--- config.mk ---
export PLATFORM = sky130hd
export DESIGN_NAME = wrw_watchdog
export DESIGN_NICKNAME = d
export VERILOG_FILES = /design/src/common/wrw_pkg.sv /design/src/design/wrw_prescaler.sv /design/src/design/wrw_watchdog.sv
export SDC_FILE = /design/constraint.sdc
export NUM_CORES = 1
export LEC_CHECK = 0
export BUFFER_PORTS_ARGS = -buffer_cell sky130_fd_sc_hd__buf_2
export CORE_MARGIN = 3
export CORE_UTILIZATION = 40
export DETAILED_ROUTE_END_ITERATION = 10
export MAX_ROUTING_LAYER = met4
export PLACE_DENSITY = 0.59
export RECOVER_POWER = 100
export SLEW_MARGIN = 15
export SYNTH_ARGS = -nofsm -noshare
export SYNTH_HDL_FRONTEND = slang
export SYNTH_SLANG_ARGS = --single-unit
--- constraint.sdc ---
create_clock -name sys_clk -period 4.58 [get_ports sys_clk]
set_input_delay 1.374 -clock sys_clk [delete_from_list [all_inputs] [get_ports sys_clk]]
set_output_delay 1.374 -clock sys_clk [all_outputs]
set_load 0.01 [all_outputs]
--- src/common/wrw_pkg.sv ---
package wrw_pkg;

   // register map
   localparam logic [7:0] WRW_CR_ADDR = 8'h2a;
   localparam logic [7:0] WRW_CR_RESET = 8'h7f;
   localparam int WRW_ACT_POS = 7;
   localparam int WRW_TOP_POS = 6;
   localparam logic [6:0] WRW_CNT_RESET = 7'h7f;
   localparam logic [6:0] WRW_CNT_TRIP_FROM = 7'h40;
   localparam logic [7:0] WRW_UNMAPPED_READ = 8'h00;

   // timing: sys_clk is the divided oscillator clock
   localparam int WRW_CLK_KHZ = 40000;
   localparam int WRW_STEP_CYCLES = 16384;
   localparam int WRW_SHORT_UNIT = 64;
   localparam int WRW_SHORT_BASE = 192;
   localparam int WRW_PULSE_NS = 500;
   localparam int WRW_PULSE_CYCLES_I = (WRW_PULSE_NS * WRW_CLK_KHZ + 999999) / 1000000;
   localparam int WRW_PULSE_CYCLES = (WRW_PULSE_CYCLES_I < 1) ? 1 : WRW_PULSE_CYCLES_I;
   localparam logic [4:0] WRW_PULSE_LAST = 5'(WRW_PULSE_CYCLES - 1);

   // timebase dependent constants, indexed by timebase_select
   localparam logic [5:0] WRW_MSB_TB0 = 6'd4;
   localparam logic [5:0] WRW_MSB_TB1 = 6'd8;
   localparam logic [5:0] WRW_MSB_TB2 = 6'd20;
   localparam logic [5:0] WRW_MSB_TB3 = 6'd49;
   localparam logic [5:0] WRW_LSB_TB0 = 6'd59;
   localparam logic [5:0] WRW_LSB_TB1 = 6'd53;
   localparam logic [5:0] WRW_LSB_TB2 = 6'd35;
   localparam logic [5:0] WRW_LSB_TB3 = 6'd54;

   typedef enum logic [1:0] {
      WRW_RUN = 2'b01,
      WRW_PULSE = 2'b10
   } wrw_phase_t;

   typedef struct packed {
      logic wr;
      logic rd;
      logic [7:0] addr;
      logic [7:0] wdata;
   } wrw_bus_req_t;

   typedef struct packed {
      logic [14:0] cnt;
      logic [3:0] grp;
      logic tick;
   } wrw_psc_state_t;

   typedef struct packed {
      wrw_phase_t phase;
      logic active;
      logic [6:0] counter;
      logic halted;
      logic [4:0] pulse_cnt;
      logic [7:0] rd_data;
      logic rst_pin_out;
      logic rst_pin_oe_n;
      logic watchdog_reset;
   } wrw_state_t;

endpackage : wrw_pkg

--- src/design/wrw_prescaler.sv ---
`timescale 1ns/10ps
`default_nettype none
module wrw_prescaler import wrw_pkg::*; #(
   parameter int STEP_CYCLES = WRW_STEP_CYCLES,
   parameter int SHORT_UNIT = WRW_SHORT_UNIT
) (
   // clock and reset
   input wire logic sys_clk,
   input wire logic resetn,
   // timebase from the clock controller
   input wire logic [1:0] timebase_select,
   // one-cycle decrement strobe
   output logic tick
);

   wrw_psc_state_t st;
   wrw_psc_state_t next_st;
   logic [5:0] msb;
   logic [5:0] lsb;
   logic [3:0] quarter;
   logic [14:0] period;

   always_comb begin
      case (timebase_select)
         2'b00: begin
            msb = WRW_MSB_TB0;
            lsb = WRW_LSB_TB0;
         end
         2'b01: begin
            msb = WRW_MSB_TB1;
            lsb = WRW_LSB_TB1;
         end
         2'b10: begin
            msb = WRW_MSB_TB2;
            lsb = WRW_LSB_TB2;
         end
         default: begin
            msb = WRW_MSB_TB3;
            lsb = WRW_LSB_TB3;
         end
      endcase
   end

   // after each quarter-msb group of full steps one step is shortened
   assign quarter = 4'(msb >> 2);
   assign period = (st.grp >= quarter) ?
      15'((WRW_SHORT_BASE + int'(lsb)) * SHORT_UNIT) : 15'(STEP_CYCLES);

   // free running: never cleared by a control write, hence the min/max spread
   always_comb begin
      next_st = st;
      next_st.tick = 1'b0;
      if (st.cnt >= period - 15'd1) begin
         next_st.cnt = 15'd0;
         next_st.tick = 1'b1;
         next_st.grp = (st.grp >= quarter) ? 4'd0 : st.grp + 4'd1;
      end else begin
         next_st.cnt = st.cnt + 15'd1;
      end
   end

   always_ff @(posedge sys_clk or negedge resetn) begin
      if (!resetn) begin
         st <= '0;
      end else begin
         st <= next_st;
      end
   end

   assign tick = st.tick;

endmodule : wrw_prescaler
`default_nettype wire

--- src/design/wrw_watchdog.sv ---
// What this block does
// - counter decrements every 16384 sys_clk cycles
// - six low bits program 64 timeout steps
// - active and 40h to 3Fh: reset pulse
// - counter keeps counting even when inactive
// - reset deactivates; only reset clears activation
// - write active with top bit clear resets
// - halt instruction while active causes reset when halt_reset_option is set; without it the halt freezes the counter
// - write to reset delay varies with prescaler
// - base timeouts from lsb and 16384 periods
// - timebase select picks msb and lsb constants
// - quarter-msb groups shorten one step each
// - timeout count is six low counter bits
// - control resets to 7Fh; bit7 activation
// - hardware option makes the watchdog trip as if always active; watchdog_active and read-back bit7 still show the activation bit
//
// Design decisions made here: the register addresses and strobed register access.
`timescale 1ns/10ps
`default_nettype none
module wrw_watchdog import wrw_pkg::*; #(
   parameter int STEP_CYCLES = WRW_STEP_CYCLES,
   parameter int SHORT_UNIT = WRW_SHORT_UNIT
) (
   // clock and reset
   input wire logic sys_clk,
   input wire logic resetn,
   // register port
   input wire wrw_bus_req_t bus_req,
   output logic [7:0] rd_data,
   // chip configuration and cpu events
   input wire logic [1:0] timebase_select,
   input wire logic hw_watchdog_option,
   input wire logic halt_reset_option,
   input wire logic halt_exec,
   input wire logic wake_event,
   // open-drain reset pin and status
   output logic rst_pin_out,
   output logic rst_pin_oe_n,
   output logic watchdog_reset,
   output logic watchdog_active
);

   wrw_state_t st;
   wrw_state_t next_st;
   logic tick;
   logic eff_active;
   logic wr_cr;
   logic rd_cr;
   logic soft_trip;
   logic count_trip;
   logic halt_trip;
   logic [6:0] dec_value;

   wrw_prescaler #(
      .STEP_CYCLES(STEP_CYCLES),
      .SHORT_UNIT(SHORT_UNIT)
   ) u_prescaler (
      .sys_clk(sys_clk),
      .resetn(resetn),
      .timebase_select(timebase_select),
      .tick(tick)
   );

   function automatic logic cr_hit(input wrw_bus_req_t req);
      cr_hit = (req.addr == WRW_CR_ADDR);
   endfunction : cr_hit

   assign wr_cr = bus_req.wr && cr_hit(bus_req);
   assign rd_cr = bus_req.rd && cr_hit(bus_req);

   // the option byte overrides the activation bit
   assign eff_active = st.active || hw_watchdog_option;

   // software reset: activation set with the top bit clear
   assign soft_trip = wr_cr && bus_req.wdata[WRW_ACT_POS] && !bus_req.wdata[WRW_TOP_POS];

   // only the 40h to 3Fh step trips; a write wins over a same-cycle tick
   assign dec_value = st.counter - 7'd1;
   assign count_trip = !wr_cr && tick && !st.halted && eff_active
      && (st.counter == WRW_CNT_TRIP_FROM);

   assign halt_trip = halt_exec && eff_active && halt_reset_option;

   always_comb begin
      next_st = st;
      next_st.rd_data = rd_cr ? {st.active, st.counter} : WRW_UNMAPPED_READ;
      case (st.phase)
         WRW_RUN: begin
            // decrements whether active or not
            if (tick && !st.halted) begin
               next_st.counter = dec_value;
            end
            if (wr_cr) begin
               // all seven bits load at once; the step count is bits 5:0
               next_st.counter = bus_req.wdata[6:0];
               // activation is sticky until reset
               next_st.active = st.active || bus_req.wdata[WRW_ACT_POS];
               next_st.halted = 1'b0;
            end
            // halt without reset freezes the counter until a wake event or a control write; a halt wins a tie
            if (wake_event) begin
               next_st.halted = 1'b0;
            end
            if (halt_exec && !halt_trip) begin
               next_st.halted = 1'b1;
            end
            if (soft_trip || count_trip || halt_trip) begin
               next_st.phase = WRW_PULSE;
               next_st.pulse_cnt = 5'd0;
               next_st.rst_pin_oe_n = 1'b0;
               next_st.watchdog_reset = 1'b1;
            end
         end
         WRW_PULSE: begin
            // pin held low for the pulse time; writes are ignored meanwhile
            if (st.pulse_cnt == WRW_PULSE_LAST) begin
               next_st.phase = WRW_RUN;
               next_st.rst_pin_oe_n = 1'b1;
               next_st.watchdog_reset = 1'b0;
               // own reset state: deactivated, counter back to 7Fh
               next_st.active = WRW_CR_RESET[WRW_ACT_POS];
               next_st.counter = WRW_CNT_RESET;
               next_st.halted = 1'b0;
            end else begin
               next_st.pulse_cnt = st.pulse_cnt + 5'd1;
            end
         end
         default: begin
            next_st.phase = WRW_RUN;
         end
      endcase
   end

   always_ff @(posedge sys_clk or negedge resetn) begin
      if (!resetn) begin
         st.phase <= WRW_RUN;
         st.active <= WRW_CR_RESET[WRW_ACT_POS];
         st.counter <= WRW_CNT_RESET;
         st.halted <= 1'b0;
         st.pulse_cnt <= 5'd0;
         st.rd_data <= 8'h00;
         st.rst_pin_out <= 1'b0;
         st.rst_pin_oe_n <= 1'b1;
         st.watchdog_reset <= 1'b0;
      end else begin
         st <= next_st;
      end
   end

   assign rd_data = st.rd_data;
   assign rst_pin_out = st.rst_pin_out;
   assign rst_pin_oe_n = st.rst_pin_oe_n;
   assign watchdog_reset = st.watchdog_reset;
   assign watchdog_active = st.active;

endmodule : wrw_watchdog
`default_nettype wire

# Yosys cells after proc, flatten, opt, wreduce, memory -nomap -nowiden
# Index checks and enable logic that the tools add are counted.
# Widths: inputs -> output; s select.
[totals] in_bits=26 output_inout_bits=12 reg_bits=46 wordCells=80
[op_classes] addsub=6 n_eq_ne=13 magnitude_cmp=2 muxes=20 n_reduce_logical=28
[op_table] op="$mux 15" n=2
[op_table] op="$pmux 14 s2" n=1
[op_table] op="$pmux 6 s3" n=1
[op_table] op="$add 15x1->15 const B" n=1
[op_table] op="$ge 15x15->1" n=1
[op_table] op="$pmux 5 s3" n=1
[op_table] op="$reduce_and 3->1" n=5
[op_table] op="$sub 15x1->15 const B" n=1
[op_table] op="$logic_and 1x1->1" n=12
[op_table] op="$mux 11" n=1
[op_table] op="$mux 5" n=2
[op_table] op="$add 8x6->9 const A" n=1
[op_table] op="$mux 9" n=1
[op_table] op="$eq 8x6->1 const B" n=1
[op_table] op="$mux 8" n=1
[op_table] op="$ne 2x2->1 const B" n=4
[op_table] op="$pmux 2 s2" n=2
[op_table] op="$eq 7x7->1 const B" n=1
[op_table] op="$mux 7" n=1
[op_table] op="$sub 7x1->7 const B" n=1
[op_table] op="$mux 2" n=3
[op_table] op="$add 5x1->5 const B" n=1
[op_table] op="$eq 5x5->1 const B" n=1
[op_table] op="$add 4x1->4 const B" n=1
[op_table] op="12 further kinds" n=22

# Longest topological paths before layout
# Gate-level depths: netlist of run 1.
[depth] word_depth=11 mapped_depth=17 ltp_nobuf=15

# By module
# From an unflattened synthesis of run 1, not the netlist that was laid out.
[unflattened] hier_cells=295 hier_area_um2=2842.7
[modules_own_cells] mod="wrw_watchdog" seq_area_each_um2=661.9 instances=1 area_per_inst_um2=1549.0 cells_per_inst=159
[modules_own_cells] mod="wrw_prescaler" seq_area_each_um2=500.5 instances=1 area_per_inst_um2=1293.7 cells_per_inst=136

# Least setup slack after synthesis of run 1
# No wires, ideal clock.
[synth_timing] kind="input to register" startpoint="input port timebase_select[1]" endpoint="register u_prescaler.st[4] (netlist bit)" cell_stages=15 arrival_time_ps=4358 path_slack_ps=101 setup_ps=122 t_required_ps=4458 n_path_buf=1 path_cell_list="inv_1 -> nand2_1 -> ha_1 -> a21oi_1 -> o21ai_1 -> nand2_1 -> ha_1 -> or2_2 -> ha_1 -> o21ai_0 -> nor2_1 -> or3_1 -> or2_2 -> buf_2 -> a32o_1"
[synth_via] elab_chain_len=6 word_cells_on_any_way=11 classes_between="add/sub: 2; order compare: 2; eq/ne: 2; mux: 4; reduce/logical: 1"
[synth_lines] element="start, declared" line_no="wrw_watchdog.sv:31" source="input wire logic [1:0] timebase_select,"
[synth_lines] element="$eq 2x2->1, or another cell as far along" line_no="wrw_prescaler.sv:24" source="case (timebase_select)"
[synth_lines] element="$pmux 5 s3 or $pmux 6 s3 (tied branches)" line_no="wrw_prescaler.sv:24"
[synth_lines] element="$add 8x6->9 or $ge 4x4->1 (tied branches)" line_no="wrw_prescaler.sv:47, wrw_prescaler.sv:46, wrw_prescaler.sv:56"
[synth_lines] element="$mux 15" line_no="wrw_prescaler.sv:46" source="assign period = (st.grp >= quarter) ?"
[synth_lines] element="$sub 15x1->15" line_no="wrw_prescaler.sv:53" source="if (st.cnt >= period - 15'd1) begin"
[synth_lines] element="$ge 15x15->1" line_no="wrw_prescaler.sv:53"
[synth_lines] element="end signal, assigned" line_no="wrw_prescaler.sv:66" source="st <= next_st;"
[synth_lines] element="end, declared" line_no="wrw_prescaler.sv:16" source="wrw_psc_state_t st;"
# Several ways; a longest one is shown, not always the timed one.
# A chain may end at the register's enable or synchronous reset.

# Final worst setup path of run 1
[layout_timing] startpoint="input port timebase_select[1]" endpoint="register u_prescaler.st[1] (netlist bit)"
# Same word-level chain as after synthesis.

==> reports/metrics.cfg, run 1 <==
[status]
outcome=complete, but fails checks
violations=capacitance limit, slew limit

[worst_setup_path]
critPathLaunchType=primary input
critPathMaxFanout=12
setup.worst_path.class=in2reg
worst_ep_arrival_time_ps=4440
endpoint_kind=flop
critical_path_required_ps=4780
r2r_setup_slack_ps=1080

[job]
max-cap-violations=1

[sta]
timing.final.crit_period_ps=4246
finalCritPeriodShare_pct=92.71
drv_slew=47
clock_skew_ps=9.677
tightest_slew_ps=2514
rsz0062_at_grt=no
max_freq_mhz=235.5
setup_violations=0
finalSetupTns_ps=0
slew_headroom_pct=-67.58
setup_ws_ps=333.7
hold_viol_final=0

[yosys]
yosys_warnings=0
netlist-cell-type-count=65
yosysSeqAreaShare_pct=40.13
synth-seq-cells=46
synthCells=297
async_reset_ff_share_pct=100.0
ys.flop_type=dfrtp_1
syn_area_per_cell_um2=9.753
syn_area_um2=2897
synth_edf_count=0

[global_routing]
grt_pass1_wl_mm=9.956
grt_overflow_total=0
grt_max_degree=47
grt_usage_pct=15.12
grt_pass1_vias=2116
antenna_found_initial=0

[clock_tree]
cts_max_level=2
clk_pin_slew_ps=100
cts_tree=built
post-cts-setup-buffer-count=0
insertion_delay_ps=300
cts.repair.resized=0
cts-root-buf=clkbuf_8
clock-sinks=46
numCtsBuffers=5
hold_buffers=0
cts_buffer_depth=2

[route]
first_iter_violations=142
ant_nets=0
dr.pass1.iters=4
routedWlPerCell_um=13.71
drcViolationCount=0
vias_per_cell=5.153
drt_wl_total_mm=5.841
vias=2195

[finish]
final_core_utilization_pct=45.96
drive_gt1_share_pct=20.61
fill_cells=698
diodes=0
syn2layout_area_growth_pct=9.589
final_common_cell=dfrtp_1
finalNetCount=375
final_cell_mix=dfrtp_1, nor2_1, buf_2, ha_1, inv_1

[hold_path]
min_path_type=reg2reg

[power_and_ir_drop]
ir_worst_vdd_uv=144.7
p_per_area_nw_per_um2=378.6
p_leak_nw=1.491

[placement]
pre_cts_slack_ps=-31.46
hpwlAfterDp_mm=4.314
portBuffers=36
place.gp.congestion=0.7603

[die]
die_h_um=91.10
io_pins=38
core-area_um2=6907
die_area_um2=8298
chipWidth_um=91.10
start_util_pct=41.94
row_count=30

-- final cells by class --
cell class	instances	area [µm²]	share of cell area, %
clock buffers	5	68.82	2.168
well taps	96	120.1	3.784
multi-input cells	216	1498	47.18
clock inverters	3	48.80	1.537
inverters	18	67.56	2.129
flip-flops and latches	46	1162	36.62
repair buffers	42	209.0	6.583
-- cell usage after synthesis (2+ instances only) --
cell       number  area share (%)
a21boi_0        2            0.52
o22a_1          2            0.60
buf_4           9             2.3
or3b_4          2            0.78
nand2b_1        2            0.43
nor2_1         29             3.8
a221o_1         2            0.69
a31o_2          2            0.60
xnor2_1         7             2.1
a21oi_1        15             2.6
dfrtp_1        37              32
clkbuf_1        5            0.65
and2_1          8             1.7
o2bb2ai_1       4             1.2
nor3b_1         3            0.78
inv_1          18             2.3
nand2_1        15             1.9
nor3_1          5            0.86
or3_1           4            0.86
a311o_1         2            0.69
and3_1          5             1.1
dfstp_2         9             8.2
nor4_1          3            0.65
xor2_1          7             2.1
ha_1           20             8.6
and3_2          2            0.52
o21a_1          2            0.52
nand4_1         5             1.1
nand3_1        13             2.2
or2_2           3            0.65
and4bb_2        2            0.86
o21ai_0        12             2.1
buf_2           3            0.52
a2bb2oi_1       4             1.2
o22ai_1         3            0.65
a32o_1          2            0.69
-- critical path: stages --
cell	delay, ps
clkbuf_1	100
inv_1	90
nand2_1	80
ha_1	280
a21oi_1	70
o21ai_1	240
nand2_1	110
ha_1	230
or2_2	310
ha_1	310
o21ai_0	100
nor2_1	50
or3_1	370
or2_2	420
mux2_2	300
-- where the power goes --
group / total (mW) / internal, mW / switching [mW] / leakage [nW]
Clock: 0.314 / 0.166 / 0.147 / 0.0563
Sequential: 0.535 / 0.482 / 0.0532 / 0.582
Combinational: 0.353 / 0.157 / 0.197 / 0.853
-- layer usage --
layer | share of wire (%) | vias up | global-route usage (%)
met3 | 3.0 | 6 | 3.148
met5 | 0 | - | -
met2 | 45 | 38 | 22.75
met4 | 1.1 | 0 | 4.899
met1 | 50 | 1036 | 20.41
li1 | - | 1115 | -
-- registers in the layout, summed over array words and instances (netlist names) --
register / cells
u_prescaler.st: 19
st: 15
rd_data: 8
rst_pin_oe_n: 1
u_prescaler.tick: 1
watchdog_active: 1
watchdog_reset: 1
-- path summary, 6_finish.rpt --
path                                    startpoint                end  depth (start not counted)
worst max-delay path            timebase_select[1]  u_prescaler.st[1]                         15
worst min-delay path             u_prescaler.st[5]  u_prescaler.st[5]                          1
worst max register to register   u_prescaler.st[1]  u_prescaler.st[1]                         14
worst min register to register   u_prescaler.st[5]  u_prescaler.st[5]                          1
max in group asynchronous                   resetn             st[11]                          1
min in group asynchronous                   resetn         rd_data[0]                          1
-- kinds of logic after synthesis --
group,after synthesis,synth area share (%)
AOI/OAI and AO/OA,64,16.37
xor gates and xnor gates,14,4.233
adders and majority gates,20,8.639
buffers and inverters,37,6.695
DFF,46,40.13
muxes,2,0.7343
other,1,0.1295
and+or+nand+nor,113,23.07
-- through the flow --
| step | hold slack [ps] | power (mW) | std cells | area [µm²] |
|---|---|---|---|---|
| detailed placement | 478.5 | 0.9134 | 418 | 3123 |
| floorplan | 447.9 | 0.8201 | 299 | 2904 |
| CTS | 491.3 | 1.234 | 426 | 3241 |
| global placement | 479.8 | 0.9081 | 418 | 3123 |
| global route | 517.4 | 1.287 | 426 | 3174 |
| finish | 486.1 | 1.202 | 426 | 3174 |
No activity file was read; power rests on OpenSTA's default activity.
==> run 2, diff against run 1 <==
--- a/config.mk
+++ b/config.mk
@@ -6,11 +6,14 @@
 export NUM_CORES = 1
 export LEC_CHECK = 0
 export BUFFER_PORTS_ARGS = -buffer_cell sky130_fd_sc_hd__buf_2
+export CELL_PAD_IN_SITES_DETAIL_PLACEMENT = 1
+export CELL_PAD_IN_SITES_GLOBAL_PLACEMENT = 1
 export CORE_MARGIN = 3
 export CORE_UTILIZATION = 40
 export DETAILED_ROUTE_END_ITERATION = 10
+export GPL_TIMING_DRIVEN = 0
 export MAX_ROUTING_LAYER = met4
-export PLACE_DENSITY = 0.59
+export PLACE_DENSITY = 0.72
 export RECOVER_POWER = 100
 export SLEW_MARGIN = 15
 export SYNTH_ARGS = -nofsm -noshare
==> run 2 against run 1 <==
The flow still finishes with violations (capacitance limit, slew limit). Die area stayed put. Sequential power hardly changed. Wire length is 16% higher. Flip-flop and latch count stayed put. Register-to-register slack worse by 70 ps. Sequential share of layout area is 1.2 points lower. Global-route usage is 2.1 points higher. Setup slack worse by 110 ps. Final area is 3.3% higher. Combinational power is 8.5% higher. Core utilization is 1.5 points higher. Total power is 1.9% lower. Critical path type unchanged. Highest routed layer unchanged.
==> reports/metrics.cfg, run 2 (synthesis results as in run 1) <==
[placement]
hpwlAfterDp_mm=5.053  ; was 4.314 mm
place_area_um2=3204  ; was 3123 µm²
pre_cts_slack_ps=-620.0  ; was -31.46 ps
place.gp.congestion=0.7857  ; was 0.7603
dpl.cell_count=431  ; was 418
portBuffers=36  ; unchanged

[finish]
drive_gt1_share_pct=23.77  ; was 20.61%
final_core_utilization_pct=47.46  ; was 45.96%
top_regs=u_prescaler.st (19), st (15), rd_data (8)  ; unchanged
diodes=0  ; unchanged
finalNetCount=390  ; was 375
final_cell_mix=dfrtp_1, nor2_1, buf_2, ha_1  ; was dfrtp_1, nor2_1, buf_2, ha_1, inv_1
largest_register=u_prescaler.st  ; unchanged
syn2layout_area_growth_pct=13.17  ; was 9.589%
final_cell_area_um2=3278  ; was 3174 µm²
largest_reg_flops=19  ; unchanged
instances_no_fill=441  ; was 426
final_common_cell=dfrtp_1  ; unchanged

[die]
core-area_um2=6907  ; unchanged
io_pins=38  ; unchanged
die_h_um=91.10  ; unchanged
start_util_pct=41.94  ; unchanged
die_area_um2=8298  ; unchanged
chipWidth_um=91.10  ; unchanged
row_count=30  ; unchanged

[route]
drcViolationCount=0  ; unchanged
vias=2348  ; was 2,195
vias_per_cell=5.324  ; was 5.153
routedWlPerCell_um=15.34  ; was 13.71 µm
drt_wl_total_mm=6.764  ; was 5.841 mm
ant_nets=0  ; unchanged
dr.pass1.iters=4  ; unchanged
first_iter_violations=47  ; was 142

[sta]
setup_ws_ps=228.4  ; was 333.7 ps
slew_headroom_pct=-67.33  ; was -67.58%
max_freq_mhz=229.8  ; was 235.5 MHz
setup_violations=0  ; unchanged
clock_skew_ps=9.327  ; was 9.677 ps
tightest_slew_ps=2510  ; was 2514 ps
finalSetupTns_ps=0  ; unchanged
timing.final.crit_period_ps=4352  ; was 4246 ps
hold_ws_ps=483.3  ; was 486.1 ps
hold_viol_final=0  ; unchanged
drv_slew=47  ; unchanged
finalCritPeriodShare_pct=95.01  ; was 92.71%

[status]
violations=capacitance limit, slew limit  ; unchanged
outcome=complete, but fails checks  ; unchanged

[worst_setup_path]
endpoint_kind=flop  ; unchanged
r2r_setup_slack_ps=1010  ; was 1080 ps
worst_ep_arrival_time_ps=4540  ; was 4440 ps
critPathMaxFanout=11  ; was 12
slowest_stage=mux2_2  ; was or2_2
critical_path_required_ps=4760  ; was 4780 ps
cp_cell_sequence=buf_2 > inv_1 > nand2_1 > ha_1 > a21oi_1 > o21ai_2 > nand2_1 > ha_1 > or2_2 > ha_1 > nand4_1 > or2_2 > o22ai_2 > or2_2 > mux2_2  ; was clkbuf_1 > inv_1 > nand2_1 > ha_1 > a21oi_1 > o21ai_1 > nand2_1 > ha_1 > or2_2 > ha_1 > o21ai_0 > nor2_1 > or3_1 > or2_2 > mux2_2
slowest_delay_ps=360  ; was 420 ps
setup.worst_path.class=in2reg  ; unchanged
critPathLaunchType=primary input  ; unchanged

[hold_path]
min_path_type=reg2reg  ; unchanged

[global_routing]
grt_usage_pct=17.25  ; was 15.12%
grt_max_degree=47  ; unchanged
antenna_found_initial=0  ; unchanged
grt_pass1_wl_mm=11.38  ; was 9.956 mm
grt_pass1_vias=2402  ; was 2,116
grt_overflow_total=0  ; unchanged

[power_and_ir_drop]
p_total_mw=1.179  ; was 1.202 mW
ir_worst_vdd_uv=200.5  ; was 144.7 µV
p_per_area_nw_per_um2=359.7  ; was 378.6 nW/µm²
p_leak_nw=1.545  ; was 1.491 nW

[clock_tree]
numCtsBuffers=5  ; unchanged
cts_buffer_depth=2  ; unchanged
hold_buffers=0  ; unchanged
insertion_delay_ps=300  ; about the same
cts_tree=built  ; unchanged
clk_pin_slew_ps=90  ; was 100 ps
cts_max_level=2  ; unchanged
clock-sinks=46  ; unchanged
cts-root-buf=clkbuf_8  ; unchanged

[job]
max-cap-violations=1  ; unchanged

==> run 2: changes by cell type in the layout (fill, tap and decap cells not counted), sizes merged <==
| cell | previous run | this run |
|---|---|---|
| buf | 29 | 38 |
| bufinv | 1 | 0 |
| clkbuf | 18 | 26 |
| clkinv | 0 | 1 |
| clkinvlp | 1 | 0 |
| inv | 19 | 18 |
==> run 2: metal layers <==
metal / GRT usage (%) / share of wire, % / vias to the layer above
met1: 21.48 / 46 / 1154
li1: - / - / 1148
met5: - / 0 / -
met2: 29.61 / 50 / 40
met4: 4.020 / 0.84 / 0
met3: 2.568 / 2.8 / 6
==> run 2: repair_timing <==
item                       CTS  global route
pin swaps                    1             1
setup buffers                2             1
gates resized for setup      1             3
setup endpoints to repair   20            10
==> run 2: critical path, delay by kind of cell <==
family | cells | cell delay, ps
AOI/OAI and AO/OA | 3 | 490
and+or+nand+nor | 6 | 1270
muxes | 1 | 360
buffers and inverters | 2 | 200
adders and majority gates | 3 | 840
==> run 2: worst paths after layout <==
kind | from | to | cells past startpoint
max | timebase_select[1] | u_prescaler.st[1] | 15
max reg2reg | u_prescaler.st[1] | u_prescaler.st[1] | 14
min | u_prescaler.st[5] | u_prescaler.st[5] | 1
min in group asynchronous | resetn | rd_data[3] | 1
min reg2reg | u_prescaler.st[5] | u_prescaler.st[5] | 1
max in group asynchronous | resetn | u_prescaler.st[17] | 1
==> run 2: area by class of cell <==
cell class / instances / area [µm²]
Buffer: 18 / 123.9
Fill cell: 849 / 3628
Clock inverter: 1 / 5.005
Multi-Input combinational cell: 216 / 1525
Sequential cell: 46 / 1162
Timing Repair Buffer: 39 / 187.7
Inverter: 18 / 67.56
Tap cell: 96 / 120.1
Clock buffer: 7 / 86.33
==> run 2: where the power goes <==
| group | internal [mW] | switching, mW |
|---|---|---|
| clock | 0.122 | 0.140 |
| sequential | 0.482 | 0.0530 |
| combinational | 0.173 | 0.209 |
==> run 3, diff against run 2 <==
--- a/config.mk
+++ b/config.mk
@@ -15,6 +15,7 @@
 export MAX_ROUTING_LAYER = met4
 export PLACE_DENSITY = 0.72
 export RECOVER_POWER = 100
+export REMOVE_ABC_BUFFERS = 1
 export SLEW_MARGIN = 15
 export SYNTH_ARGS = -nofsm -noshare
 export SYNTH_HDL_FRONTEND = slang
==> run 3 against run 2 <==
The flow still finishes with violations (capacitance limit, slew limit). Critical path depth stayed put. Wire length is 2.7% lower. Count of clock-buffer cells in the layout is 1 lower. Final area is 2.6% lower. Clock power is 43% higher. Flip-flop and latch count stayed put. Core utilization is 1.2 points lower. Critical path type unchanged. Largest cell class unchanged.
==> reports/metrics.cfg, run 3 (synthesis results as in run 1) <==
[status]
outcome=complete, but fails checks  ; unchanged
violations=capacitance limit, slew limit  ; unchanged

[sta]
finalSetupTns_ps=0  ; unchanged
tightest_slew_ps=2462  ; was 2510 ps
rsz0062_at_grt=no
drv_slew=47  ; unchanged
timing.final.crit_period_ps=4348  ; was 4352 ps
clock_skew_ps=13.72  ; was 9.327 ps
max_freq_mhz=230.0  ; was 229.8 MHz
hold_ws_ps=502.6  ; was 483.3 ps
finalCritPeriodShare_pct=94.92  ; was 95.01%
hold_viol_final=0  ; unchanged
setup_violations=0  ; unchanged
slew_headroom_pct=-64.13  ; was -67.33%

[finish]
syn2layout_area_growth_pct=10.28  ; was 13.17%
final_cell_mix=dfrtp_1, nor2_1, buf_2, ha_1, inv_1  ; was dfrtp_1, nor2_1, buf_2, ha_1
largest_register=u_prescaler.st  ; unchanged
largest_reg_flops=19  ; unchanged
instances_no_fill=423  ; was 441
diodes=0  ; unchanged
final_common_cell=dfrtp_1  ; unchanged
drive_gt1_share_pct=20.49  ; was 23.77%
top_regs=u_prescaler.st (19), st (15), rd_data (8)  ; unchanged
finalNetCount=372  ; was 390

[route]
vias_per_cell=5.454  ; was 5.324
ant_nets=0  ; unchanged
dr.pass1.iters=4  ; unchanged
routedWlPerCell_um=15.56  ; was 15.34 µm
drcViolationCount=0  ; unchanged
first_iter_violations=40  ; was 47
vias=2307  ; was 2,348
drt_wl_total_mm=6.581  ; was 6.764 mm

[global_routing]
grt_pass1_vias=2399  ; was 2,402
antenna_found_initial=0  ; unchanged
grt_usage_pct=17.03  ; was 17.25%
grt_max_degree=47  ; unchanged
grt_overflow_total=0  ; unchanged
grt_pass1_wl_mm=11.25  ; was 11.38 mm

[die]
core-area_um2=6907  ; unchanged
row_count=30  ; unchanged
chipWidth_um=91.10  ; unchanged
die_area_um2=8298  ; unchanged
die_h_um=91.10  ; unchanged
start_util_pct=41.94  ; unchanged
io_pins=38  ; unchanged

[clock_tree]
numCtsBuffers=5  ; unchanged
cts_max_level=2  ; unchanged
cts-root-buf=clkbuf_8  ; unchanged
cts_tree=built  ; unchanged
clk_pin_slew_ps=90  ; about the same
clock-sinks=46  ; unchanged
insertion_delay_ps=300  ; about the same
cts_buffer_depth=2  ; unchanged

[worst_setup_path]
reg2reg_to=u_prescaler.st[1]  ; unchanged
r2r_setup_slack_ps=1040  ; was 1010 ps
setup.worst_path.class=in2reg  ; unchanged
slowest_delay_ps=330  ; was 360 ps
cp_top_family=simple AND/OR/NAND/NOR gates  ; unchanged
crit_path_start=timebase_select[1]  ; unchanged
slowest_stage=or2_2  ; was mux2_2
cp_cell_sequence=clkbuf_1 > inv_1 > nand2_1 > ha_1 > a21oi_1 > o21ai_4 > nand2_1 > ha_1 > or2_2 > ha_1 > nand4_1 > or2_2 > o22ai_2 > or2_4 > mux2_2  ; was buf_2 > inv_1 > nand2_1 > ha_1 > a21oi_1 > o21ai_2 > nand2_1 > ha_1 > or2_2 > ha_1 > nand4_1 > or2_2 > o22ai_2 > or2_2 > mux2_2
crit_top_cell=ha_1
critPathLaunchType=primary input  ; unchanged
crit_buf_inv=2  ; unchanged
rr_worst_depth=14  ; unchanged
critical_path_required_ps=4750  ; was 4760 ps
critPathMaxFanout=6  ; was 11
endpoint_kind=flop  ; unchanged
worst_ep_arrival_time_ps=4520  ; was 4540 ps
r2r_start=u_prescaler.st[1]  ; unchanged

[placement]
portBuffers=36  ; unchanged
dpl.cell_count=412  ; was 431
hpwlAfterDp_mm=4.758  ; was 5.053 mm
place.gp.congestion=0.7804  ; was 0.7857

[hold_path]
holdPathStages=1  ; unchanged
hp-start=u_prescaler.st[5]  ; unchanged
min_path_type=reg2reg  ; unchanged
hold-path-endpoint=u_prescaler.st[5]  ; unchanged

[power_and_ir_drop]
p_per_area_nw_per_um2=397.9  ; was 359.7 nW/µm²
p_leak_nw=1.495  ; was 1.545 nW
ir_worst_vdd_uv=217.2  ; was 200.5 µV

[job]
max-cap-violations=1  ; unchanged

-- run 3: cell type report --
class | instances | area [µm²]
Clock inverter | 2 | 60.06
Inverter | 18 | 67.56
Timing Repair Buffer | 38 | 177.7
Sequential cell | 46 | 1162
Tap cell | 96 | 120.1
Clock buffer | 6 | 82.58
Multi-Input combinational cell | 217 | 1524
Fill cell | 822 | 3712
-- run 3: worst max-delay path by stage --
stage | end | slack [ps] | depth (start not counted)
2_1_floorplan | u_prescaler.st[1] | 40 | 14
3_3_place_gp | u_prescaler.st[1] | -700 | 15
3_5_place_dp | u_prescaler.st[1] | -820 | 15
4_1_cts | u_prescaler.st[1] | 70 | 15
5_1_grt | u_prescaler.st[1] | 50 | 15
6_report | u_prescaler.st[1] | 230 | 15
-- run 3: power by group --
| group | leakage [nW] | switching, mW | internal [mW] |
|---|---|---|---|
| registers | 0.583 | 0.0540 | 0.482 |
| clock network | 0.0714 | 0.142 | 0.233 |
| logic | 0.841 | 0.206 | 0.154 |
| total | 1.49 | 0.402 | 0.869 |
-- run 3: through the flow --
stage                     cell area (µm²)  total power, mW  util [%]  setup WS (ps)
after global routing                 3194            1.364     46.25          53.94
final                                3194            1.271     46.25          232.5
after global placement               3078           0.8982     44.57         -702.3
after CTS                            3247            1.298     47.01          65.04
after floorplan                      2778           0.8028         -          36.71
after detailed placement             3078           0.9153     44.57         -824.4
-- run 3: worst reg2reg max path, delay by kind of cell, from the launching register on --
family                   cells  cell delay [ps]
AND/OR/NAND/NOR              6             1210
flip-flops                   1              420
multiplexers                 1              330
AO/OA/AOI/OAI                3              590
adder cells (fa/ha/maj)      3              820
buffers and inverters        1               70
-- run 3: repair_timing --
action,in CTS,in global routing
setup buffers,0,2
gates resized for setup,4,1
pin swaps,2,2
hold buffers,0,0
setup endpoints to repair,20,1
gates cloned,1,0
hold endpoints to repair,0,0
-- run 3: metal layers --
metal  vias up  global-route usage, %  wire length [µm]
met5         -                      -                 0
met4         0                  5.402                98
met3         9                  2.817               174
met2        35                  28.45              3287
met1      1149                  21.10              3020
li1       1114                      -                 -
